### src/hdl/ccs_pkg.sv
// Constants, register map and command codes of the common command status unit
package ccs_pkg;
    // ==========================================================
    // Register map
    localparam logic [7:0] OFF_CMD = 8'h00;
    localparam logic [7:0] OFF_RESP = 8'h04;
    localparam logic [7:0] OFF_STB = 8'h08;
    localparam logic [7:0] OFF_SET = 8'h0c;
    localparam logic [7:0] OFF_IRQ_STAT = 8'h10;
    localparam logic [7:0] OFF_IRQ_CLR = 8'h14;
    localparam logic [7:0] OFF_IRQ_EN = 8'h18;
    // ==========================================================
    // Command word fields
    localparam int CMD_OP_LSB = 0;
    localparam int CMD_OP_W = 4;
    localparam int CMD_PRM_LSB = 8;
    localparam int CMD_PRM_W = 16;
    localparam int RESP_AVAIL_BIT = 8;
    // ==========================================================
    // Ranges, slots and reset values
    localparam int SLOT_NUM = 10;
    localparam int SLOT_IDX_W = 4;
    localparam logic [15:0] SLOT_IDX_MAX = 16'h0009;
    localparam logic [15:0] MASK_MAX = 16'h00ff;
    localparam logic [31:0] SET_FACTORY = 32'h0000_0000;
    localparam logic [7:0] ESR_RESET = 8'h80;
    localparam logic [7:0] MASK_RESET = 8'h00;
    // ==========================================================
    // Standard event and status byte bit positions
    localparam int ESR_OPC = 0;
    localparam int ESR_QYE = 2;
    localparam int ESR_DDE = 3;
    localparam int ESR_EXE = 4;
    localparam int ESR_CME = 5;
    localparam int STB_ERRQ = 2;
    localparam int STB_QUES = 3;
    localparam int STB_MAV = 4;
    localparam int STB_ESB = 5;
    localparam int STB_MSS = 6;
    // ==========================================================
    // Interrupt bits
    localparam int IRQ_W = 4;
    localparam int IRQ_CMD = 0;
    localparam int IRQ_REJ = 1;
    localparam int IRQ_OPC = 2;
    localparam int IRQ_SRQ = 3;
    // ==========================================================
    // Command codes
    typedef enum logic [3:0] {
        OP_NOP = 4'h0,
        OP_RST = 4'h1,
        OP_SAV = 4'h2,
        OP_RCL = 4'h3,
        OP_SRE_W = 4'h4,
        OP_SRE_Q = 4'h5,
        OP_STB_Q = 4'h6,
        OP_ESE_W = 4'h7,
        OP_ESE_Q = 4'h8,
        OP_ESR_Q = 4'h9,
        OP_CLS = 4'ha,
        OP_OPC = 4'hb,
        OP_OPC_Q = 4'hc
    } ccs_op_t;
endpackage : ccs_pkg

### src/hdl/ccs_slot_if.sv
// Link between the command unit and its setup slot store
interface ccs_slot_if;
    logic wr_en;
    logic [3:0] idx;
    logic [31:0] wdata;
    logic [31:0] rdata;
    modport store (input wr_en, input idx, input wdata, output rdata);
    modport user (output wr_en, output idx, output wdata, input rdata);
endinterface : ccs_slot_if

### src/hdl/ccs_unit.sv
// Common command and status unit with APB register access
// ==========================================================
module ccs_unit
    import ccs_pkg::*;
(
    input wire logic clk,
    input wire logic rst,
    input wire logic psel,
    input wire logic penable,
    input wire logic pwrite,
    input wire logic [7:0] paddr,
    input wire logic [31:0] pwdata,
    output logic [31:0] prdata,
    output logic pready,
    output logic pslverr,
    input wire logic ops_pending,
    input wire logic err_queue_nonempty,
    input wire logic ques_event,
    input wire logic evt_query_err,
    input wire logic evt_dev_err,
    input wire logic evt_exec_err,
    input wire logic evt_cmd_err,
    output logic [31:0] setting_state,
    output logic clear_status,
    output logic irq
);
    // ==========================================================
    // State
    logic pready_ff, pslverr_ff, clear_status_ff, irq_ff;
    logic [31:0] prdata_ff, set_ff, nxt_set;
    logic [7:0] sre_ff, ese_ff, esr_ff, resp_ff;
    logic [7:0] nxt_sre, nxt_ese, nxt_esr, nxt_resp;
    logic avail_ff, opc_arm_ff, opcq_arm_ff, ques_ff, mss_prev_ff;
    logic nxt_avail, nxt_opc_arm, nxt_opcq_arm, nxt_ques;
    logic [IRQ_W-1:0] istat_ff, ien_ff, nxt_istat, nxt_ien, irq_evt;

    ccs_slot_if slot ();

    ccs_slot_store u_store (
        .clk(clk),
        .rst(rst),
        .slot(slot)
    );

    function automatic logic in_range(input logic [15:0] v, input logic [15:0] lim);
        in_range = (v <= lim);
    endfunction : in_range

    function automatic logic hit(input logic [7:0] a, input logic [7:0] off);
        hit = (a == off);
    endfunction : hit

    // ==========================================================
    // APB decode
    wire acc = psel & penable & pready_ff;
    wire wr_acc = acc & pwrite;
    wire rd_acc = acc & ~pwrite;
    wire hit_cmd = hit(paddr, OFF_CMD);
    wire hit_resp = hit(paddr, OFF_RESP);
    wire hit_stb = hit(paddr, OFF_STB);
    wire hit_set = hit(paddr, OFF_SET);
    wire hit_istat = hit(paddr, OFF_IRQ_STAT);
    wire hit_iclr = hit(paddr, OFF_IRQ_CLR);
    wire hit_ien = hit(paddr, OFF_IRQ_EN);
    wire map_ok = hit_cmd | hit_resp | hit_stb | hit_set | hit_istat | hit_iclr | hit_ien;
    wire ro_bad = pwrite & (hit_resp | hit_stb | hit_istat);
    wire cmd_go = wr_acc & hit_cmd;
    wire resp_rd = rd_acc & hit_resp;
    wire ccs_op_t op = ccs_op_t'(pwdata[CMD_OP_LSB +: CMD_OP_W]);
    wire [15:0] prm = pwdata[CMD_PRM_LSB +: CMD_PRM_W];
    wire idx_ok = in_range(prm, SLOT_IDX_MAX);
    wire mask_ok = in_range(prm, MASK_MAX);

    // ==========================================================
    // Status byte
    wire esb = |(esr_ff & ese_ff);
    wire [7:0] stb_low = {2'b00, esb, avail_ff, ques_ff, err_queue_nonempty, 2'b00};
    wire master_summary_flag = |(stb_low & sre_ff);
    wire [7:0] stb = stb_low | {1'b0, master_summary_flag, 6'h00};

    // ==========================================================
    // Command decode
    wire do_sav = cmd_go & (op == OP_SAV) & idx_ok;
    wire do_rcl = cmd_go & (op == OP_RCL) & idx_ok;
    wire do_sre = cmd_go & (op == OP_SRE_W) & mask_ok;
    wire do_ese = cmd_go & (op == OP_ESE_W) & mask_ok;
    wire do_cls = cmd_go & (op == OP_CLS);
    wire do_esrq = cmd_go & (op == OP_ESR_Q);
    wire reject = cmd_go & ((((op == OP_SAV) | (op == OP_RCL)) & ~idx_ok)
        | (((op == OP_SRE_W) | (op == OP_ESE_W)) & ~mask_ok));
    wire bad_op = cmd_go & (op > OP_OPC_Q);
    wire query_now = cmd_go & ((op == OP_SRE_Q) | (op == OP_STB_Q)
        | (op == OP_ESE_Q) | (op == OP_ESR_Q));
    wire opc_done = opc_arm_ff & ~ops_pending & ~do_cls;
    wire opcq_done = opcq_arm_ff & ~ops_pending & ~query_now & ~do_cls;

    assign slot.wr_en = do_sav;
    assign slot.idx = prm[SLOT_IDX_W-1:0];
    assign slot.wdata = set_ff;

    // ==========================================================
    // Next state
    always_comb begin
        logic [7:0] evt;
        evt = 8'h00;
        evt[ESR_OPC] = opc_done;
        evt[ESR_QYE] = evt_query_err | (resp_rd & ~avail_ff);
        evt[ESR_DDE] = evt_dev_err;
        evt[ESR_EXE] = evt_exec_err | reject;
        evt[ESR_CME] = evt_cmd_err | bad_op;
        nxt_set = set_ff;
        nxt_sre = sre_ff;
        nxt_ese = ese_ff;
        nxt_resp = resp_ff;
        nxt_avail = avail_ff & ~resp_rd;
        nxt_opc_arm = opc_arm_ff & ~opc_done;
        nxt_opcq_arm = opcq_arm_ff & ~opcq_done;
        nxt_ques = ques_ff | ques_event;
        if (wr_acc & hit_set) begin
            nxt_set = pwdata;
        end
        if (cmd_go) begin
            case (op)
                OP_RST: nxt_set = SET_FACTORY;
                OP_RCL: if (idx_ok) nxt_set = slot.rdata;
                OP_SRE_W: if (mask_ok) nxt_sre = prm[7:0];
                OP_ESE_W: if (mask_ok) nxt_ese = prm[7:0];
                OP_OPC: nxt_opc_arm = 1'b1;
                OP_OPC_Q: nxt_opcq_arm = 1'b1;
                default: nxt_set = nxt_set;
            endcase
        end
        if (query_now) begin
            case (op)
                OP_SRE_Q: nxt_resp = sre_ff;
                OP_STB_Q: nxt_resp = stb;
                OP_ESE_Q: nxt_resp = ese_ff;
                default: nxt_resp = esr_ff;
            endcase
            nxt_avail = 1'b1;
        end else if (opcq_done) begin
            nxt_resp = 8'h01;
            nxt_avail = 1'b1;
        end
        if (do_cls) begin
            nxt_avail = 1'b0;
            nxt_ques = ques_event;
            nxt_opc_arm = 1'b0;
            nxt_opcq_arm = 1'b0;
        end
        nxt_esr = ((do_cls | do_esrq) ? 8'h00 : esr_ff) | evt;
    end

    // ==========================================================
    // Interrupts
    assign irq_evt = {master_summary_flag & ~mss_prev_ff, opc_done, reject, cmd_go};
    assign nxt_istat = (istat_ff & ~((wr_acc & hit_iclr) ? pwdata[IRQ_W-1:0] : '0)) | irq_evt;
    assign nxt_ien = (wr_acc & hit_ien) ? pwdata[IRQ_W-1:0] : ien_ff;

    wire [31:0] rd_word = hit_resp ? {23'h0, avail_ff, resp_ff}
        : hit_stb ? {24'h0, stb}
        : hit_set ? set_ff
        : hit_istat ? {28'h0, istat_ff}
        : hit_ien ? {28'h0, ien_ff}
        : 32'h0;

    // ==========================================================
    // Registers
    always_ff @(posedge clk) begin
        if (rst) begin
            pready_ff <= 1'b0;
            pslverr_ff <= 1'b0;
            prdata_ff <= 32'h0;
        end else begin
            pready_ff <= psel & ~penable;
            pslverr_ff <= psel & ~penable & (~map_ok | ro_bad);
            prdata_ff <= (psel & ~penable & ~pwrite) ? rd_word : 32'h0;
        end
    end

    always_ff @(posedge clk) begin
        if (rst) begin
            set_ff <= SET_FACTORY;
            sre_ff <= MASK_RESET;
            ese_ff <= MASK_RESET;
            esr_ff <= ESR_RESET;
            resp_ff <= 8'h00;
            avail_ff <= 1'b0;
            opc_arm_ff <= 1'b0;
            opcq_arm_ff <= 1'b0;
            ques_ff <= 1'b0;
        end else begin
            set_ff <= nxt_set;
            sre_ff <= nxt_sre;
            ese_ff <= nxt_ese;
            esr_ff <= nxt_esr;
            resp_ff <= nxt_resp;
            avail_ff <= nxt_avail;
            opc_arm_ff <= nxt_opc_arm;
            opcq_arm_ff <= nxt_opcq_arm;
            ques_ff <= nxt_ques;
        end
    end

    always_ff @(posedge clk) begin
        if (rst) begin
            istat_ff <= '0;
            ien_ff <= '0;
            irq_ff <= 1'b0;
            mss_prev_ff <= 1'b0;
            clear_status_ff <= 1'b0;
        end else begin
            istat_ff <= nxt_istat;
            ien_ff <= nxt_ien;
            irq_ff <= |(nxt_istat & nxt_ien);
            mss_prev_ff <= master_summary_flag;
            clear_status_ff <= do_cls;
        end
    end

    assign prdata = prdata_ff;
    assign pready = pready_ff;
    assign pslverr = pslverr_ff;
    assign setting_state = set_ff;
    assign clear_status = clear_status_ff;
    assign irq = irq_ff;
endmodule : ccs_unit

### src/hdl/ccs_slot_store.sv
// Ten numbered setup slots holding saved setting states
module ccs_slot_store
    import ccs_pkg::*;
(
    input wire logic clk,
    input wire logic rst,
    ccs_slot_if.store slot
);
    logic [31:0] mem_ff [SLOT_NUM];

    // ==========================================================
    // Slot array
    always_ff @(posedge clk) begin
        if (rst) begin
            for (int i = 0; i < SLOT_NUM; i++) begin
                mem_ff[i] <= SET_FACTORY;
            end
        end else if (slot.wr_en) begin
            mem_ff[slot.idx] <= slot.wdata;
        end
    end

    assign slot.rdata = mem_ff[slot.idx];
endmodule : ccs_slot_store

### config.mk
export PLATFORM = sky130hd
export DESIGN_NAME = ccs_unit
export DESIGN_NICKNAME = d
export VERILOG_FILES = /design/src/hdl/ccs_pkg.sv /design/src/hdl/ccs_slot_if.sv /design/src/hdl/ccs_unit.sv /design/src/hdl/ccs_slot_store.sv
export SDC_FILE = /design/constraint.sdc
export NUM_CORES = 1
export LEC_CHECK = 0
export BUFFER_PORTS_ARGS = -buffer_cell sky130_fd_sc_hd__buf_2
export CAP_MARGIN = 40
export CORE_ASPECT_RATIO = 1.2
export CORE_MARGIN = 1
export CORE_UTILIZATION = 45
export DETAILED_ROUTE_END_ITERATION = 10
export GPL_ROUTABILITY_DRIVEN = 1
export GPL_TIMING_DRIVEN = 0
export HOLD_SLACK_MARGIN = 0.02
export PLACE_DENSITY = 0.67
export SLEW_MARGIN = 20
export SYNTH_ARGS = -nofsm -noshare
export SYNTH_HDL_FRONTEND = slang
export SYNTH_SLANG_ARGS = --single-unit
### constraint.sdc
create_clock -name clk -period 6 [get_ports clk]
set_clock_uncertainty 0.2 [all_clocks]
set_input_delay 1.2 -clock clk [delete_from_list [all_inputs] [get_ports clk]]
set_output_delay 1.2 -clock clk [all_outputs]
set_load 0.1 [all_outputs]
==> results.toml <==
[run_status]
status = "finished with violations"
violations = "design-rule violations"

[detailed_routing]
drt-met1-wl_um = 25000
wl_per_cell_um = 22.8
wl_um = 65900
ant_nets = 0
dr_wl_met2_um = 33900
drc = 12
vias = 15900
avgViaCountPerCell = 5.50
drtPass1Iterations = 9
drtIter0Drc = 1631
highest_layer = "met4"
met3_length_um = 4420

[worst_setup_path]
critical_path.max_stage_delay_ns = 0.63
worstPathArrival_ns = 4.27
start_kind = "input pin"
critPathKind = "in -> reg"
worst-path-buf-inv = 5
cp_top_family = "buffers and inverters"
crit_chain = "clkbuf_1 -> inv_1 -> nand2_1 -> nor4_4 -> buf_6 -> nand3_2 -> clkbuf_1 -> nand2_2 -> buf_12"
cpMostUsedCell = "clkbuf_1"
cp_max_fo = 20
crit_path_end_kind = "register"
cp_slowest_cell = "clkbuf_1"
required_ns = 6.16

[clocking]
cts_tree = "yes"
htree_levels = 2
cts_sinks = 623
clk_latency_ns = 0.63
clockBufferDepth = 3
path_clk_slew_ns = 0.06
cts.repair.resized = 0
cts_setup_buffers = 0
holdBufCountCts = 0
cts-root-buf = "clkbuf_16"
numCtsBuffers = 61

[sta]
maxSlewViolCount = 0
setup_tns_ns = 0
grt_setup_unrepaired = "no"
fmax_ghz = 0.243
final.min_clock_period_ns = 4.11
tightest_slew_ns = 0.876
final-hold-violation-count = 0
fin_crit_sh = 0.685
relSlewSlack = 0.416
setup_violations = 0
finalWorstSetupSlack_ns = 1.89

[synthesis]
yosysTopAreaCell = "edfxtp_1"
synth_top_family_by_area = "multiplexers"
synth_top_area_share = 0.595
netlist_area_mm2 = 0.0259
synth_compound_area_frac = 0.0362
synth_seq_area_share = 0.681
synthAdderAreaFrac = 0
synthArstFlopShare = 0
synth-xor-area-share = 0.00102
synth_area_leaders = "edfxtp_1 (59%), mux4_2 (11%), dfxtp_1 (8.6%), nor2_1 (4.9%), mux2i_1 (3.5%)"
ys_seq_elements = 623
synthMuxAreaShare = 0.161
synth_edf_count = 512
avgSynthCellArea_um2 = 15.1
yosysUniqueCellTypes = 70
synth_warnings = 0
yosys.area_share.simple = 0.0972
synthCells = 1712
yosys_most_used_dff = "edfxtp_1"

[place]
place_inst = 2768
place_hpwl_um = 45800
routabilityCongestion = 0.880
place_area_mm2 = 0.0285
pre_cts_slack_ns = 1.12
io_buffer_count = 115

[layout]
syn_to_final_growth_pct = 18.0
multi_input_area_mm2 = 0.00839
final_cells = 2884
nets = 2157
layout_commonest_cell = "edfxtp_1"
n_antenna_cell = 0
final_cell_mix = "edfxtp_1 (512), nor2_1 (335), conb_1 (192)"
seqCellArea_mm2 = 0.0176
fillCellCount = 4628
layout-drive-gt1-share = 0.222
design_area_mm2 = 0.0305

[floorplan]
dieArea_mm2 = 0.0584
core-area_mm2 = 0.0563
start_util = 0.459
rows = 95
die-width_um = 221
fp.dieH_um = 265
ios = 120

[global_route]
grt_max_degree = 21
grt_pass1_vias = 16500
grt_usage = 0.229
antenna_found_initial = 1
grt_pass1_wl_um = 98800
grt-ovfl-total = 0

[power_and_ir_drop]
switchingPower_mw = 1.99
switching_share = 0.215
power.internal_mw = 7.25
clkPwrFrac = 0.416
power_density_mw_per_mm2 = 303
seqPwrFrac = 0.525
power_leakage_nw = 11.4
vdd_ir_drop_max_uv = 218
combinationalPowerShare = 0.059

[worst_hold_path]
hp-class = "reg -> reg"

[run]
drv_cap = 0
## per-stage QoR
stage	utilization	power, mW	hold WS (ns)
3_3_place_gp	0.498	5.44	0.264
5_1_grt	0.541	9.49	0.297
2_1_floorplan	-	5.28	0.232
4_1_cts	0.541	9.29	0.275
3_5_place_dp	0.505	5.48	0.265
6_report	0.541	9.24	0.274
## logic make-up after synthesis
kind of cell,count (synthesis)
AO/OA/AOI/OAI,148
flip-flops,623
buffers and inverters,151
XOR/XNOR,3
AND/OR/NAND/NOR,535
multiplexers,251
other,1
## flip-flops by register name, indices dropped and copies added, names as in the netlist, 4 cells and up
| signal | flops |
|---|---|
| u_store.mem_ff | 512 |
| prdata | 32 |
| setting_state | 32 |
| ese_ff | 8 |
| resp_ff | 8 |
| sre_ff | 8 |
| esr_ff | 6 |
| ien_ff | 4 |
| istat_ff | 4 |
## metal layers
layer / vias to the layer above / track usage
met4: 0 / 0.0964
met2: 622 / 0.405
met1: 8050 / 0.278
met5: - / 0
li1: 7045 / -
met3: 139 / 0.0372
## cell usage after synthesis, types with 7 or more instances
master    count
and2_1       61
inv_1        42
dfxtp_1     111
nand2_2      30
mux4_2      128
nor2b_1       7
a21oi_1      57
nand3_1      20
clkbuf_1     69
edfxtp_1    512
o21ai_0       8
a22oi_1       9
nand4_1       9
nand2_1      29
o22ai_1      38
mux2_2       33
mux2i_1      90
buf_1        15
nor2_1      335
buf_2        20
## worst paths after layout
| check | start | depth (start not counted) | slack [ns] | to |
|---|---|---|---|---|
| worst max-delay path | rst | 9 | 1.89 | u_store.mem_ff[4][7]$_SDFFCE_PN0P_ |
| worst min-delay path | resp_ff[5]$_SDFFE_PP0P_ | 2 | 0.27 | prdata[5]$_SDFF_PP0_ |
| worst max register to register | pready$_SDFF_PP0_ | 9 | 2.65 | u_store.mem_ff[4][7]$_SDFFCE_PN0P_ |
| worst min register to register | resp_ff[5]$_SDFFE_PP0P_ | 2 | 0.27 | prdata[5]$_SDFF_PP0_ |
## worst register-to-register path: stages (launching register included)
cell      delay, ns
dfxtp_1        0.34
and4_1         0.18
clkbuf_2       0.20
nand4_2        0.23
nor4_4         0.36
buf_6          0.23
nand3_2        0.17
clkbuf_1       0.36
nand2_2        0.49
buf_12         0.27
## layout make-up
type	count	share of cell area
sequential	623	0.577
multi-input combinational	1129	0.275
clock buffer	84	0.0562
timing repair buffer	139	0.0318
tap	727	0.0298
buffer	109	0.0153
clock inverter	31	0.00972
inverter	42	0.00517
## power groups by stage
stage | logic, mW | registers (mW) | clock network, mW
detailed placement | 0.538 | 4.95 | 0
global placement | 0.504 | 4.94 | 0
finish | 0.544 | 4.85 | 3.84
floorplan | 0.345 | 4.93 | 0
CTS | 0.541 | 4.85 | 3.89
global route | 0.581 | 4.86 | 4.04
Note: power is estimated with default switching activity, not from simulation.
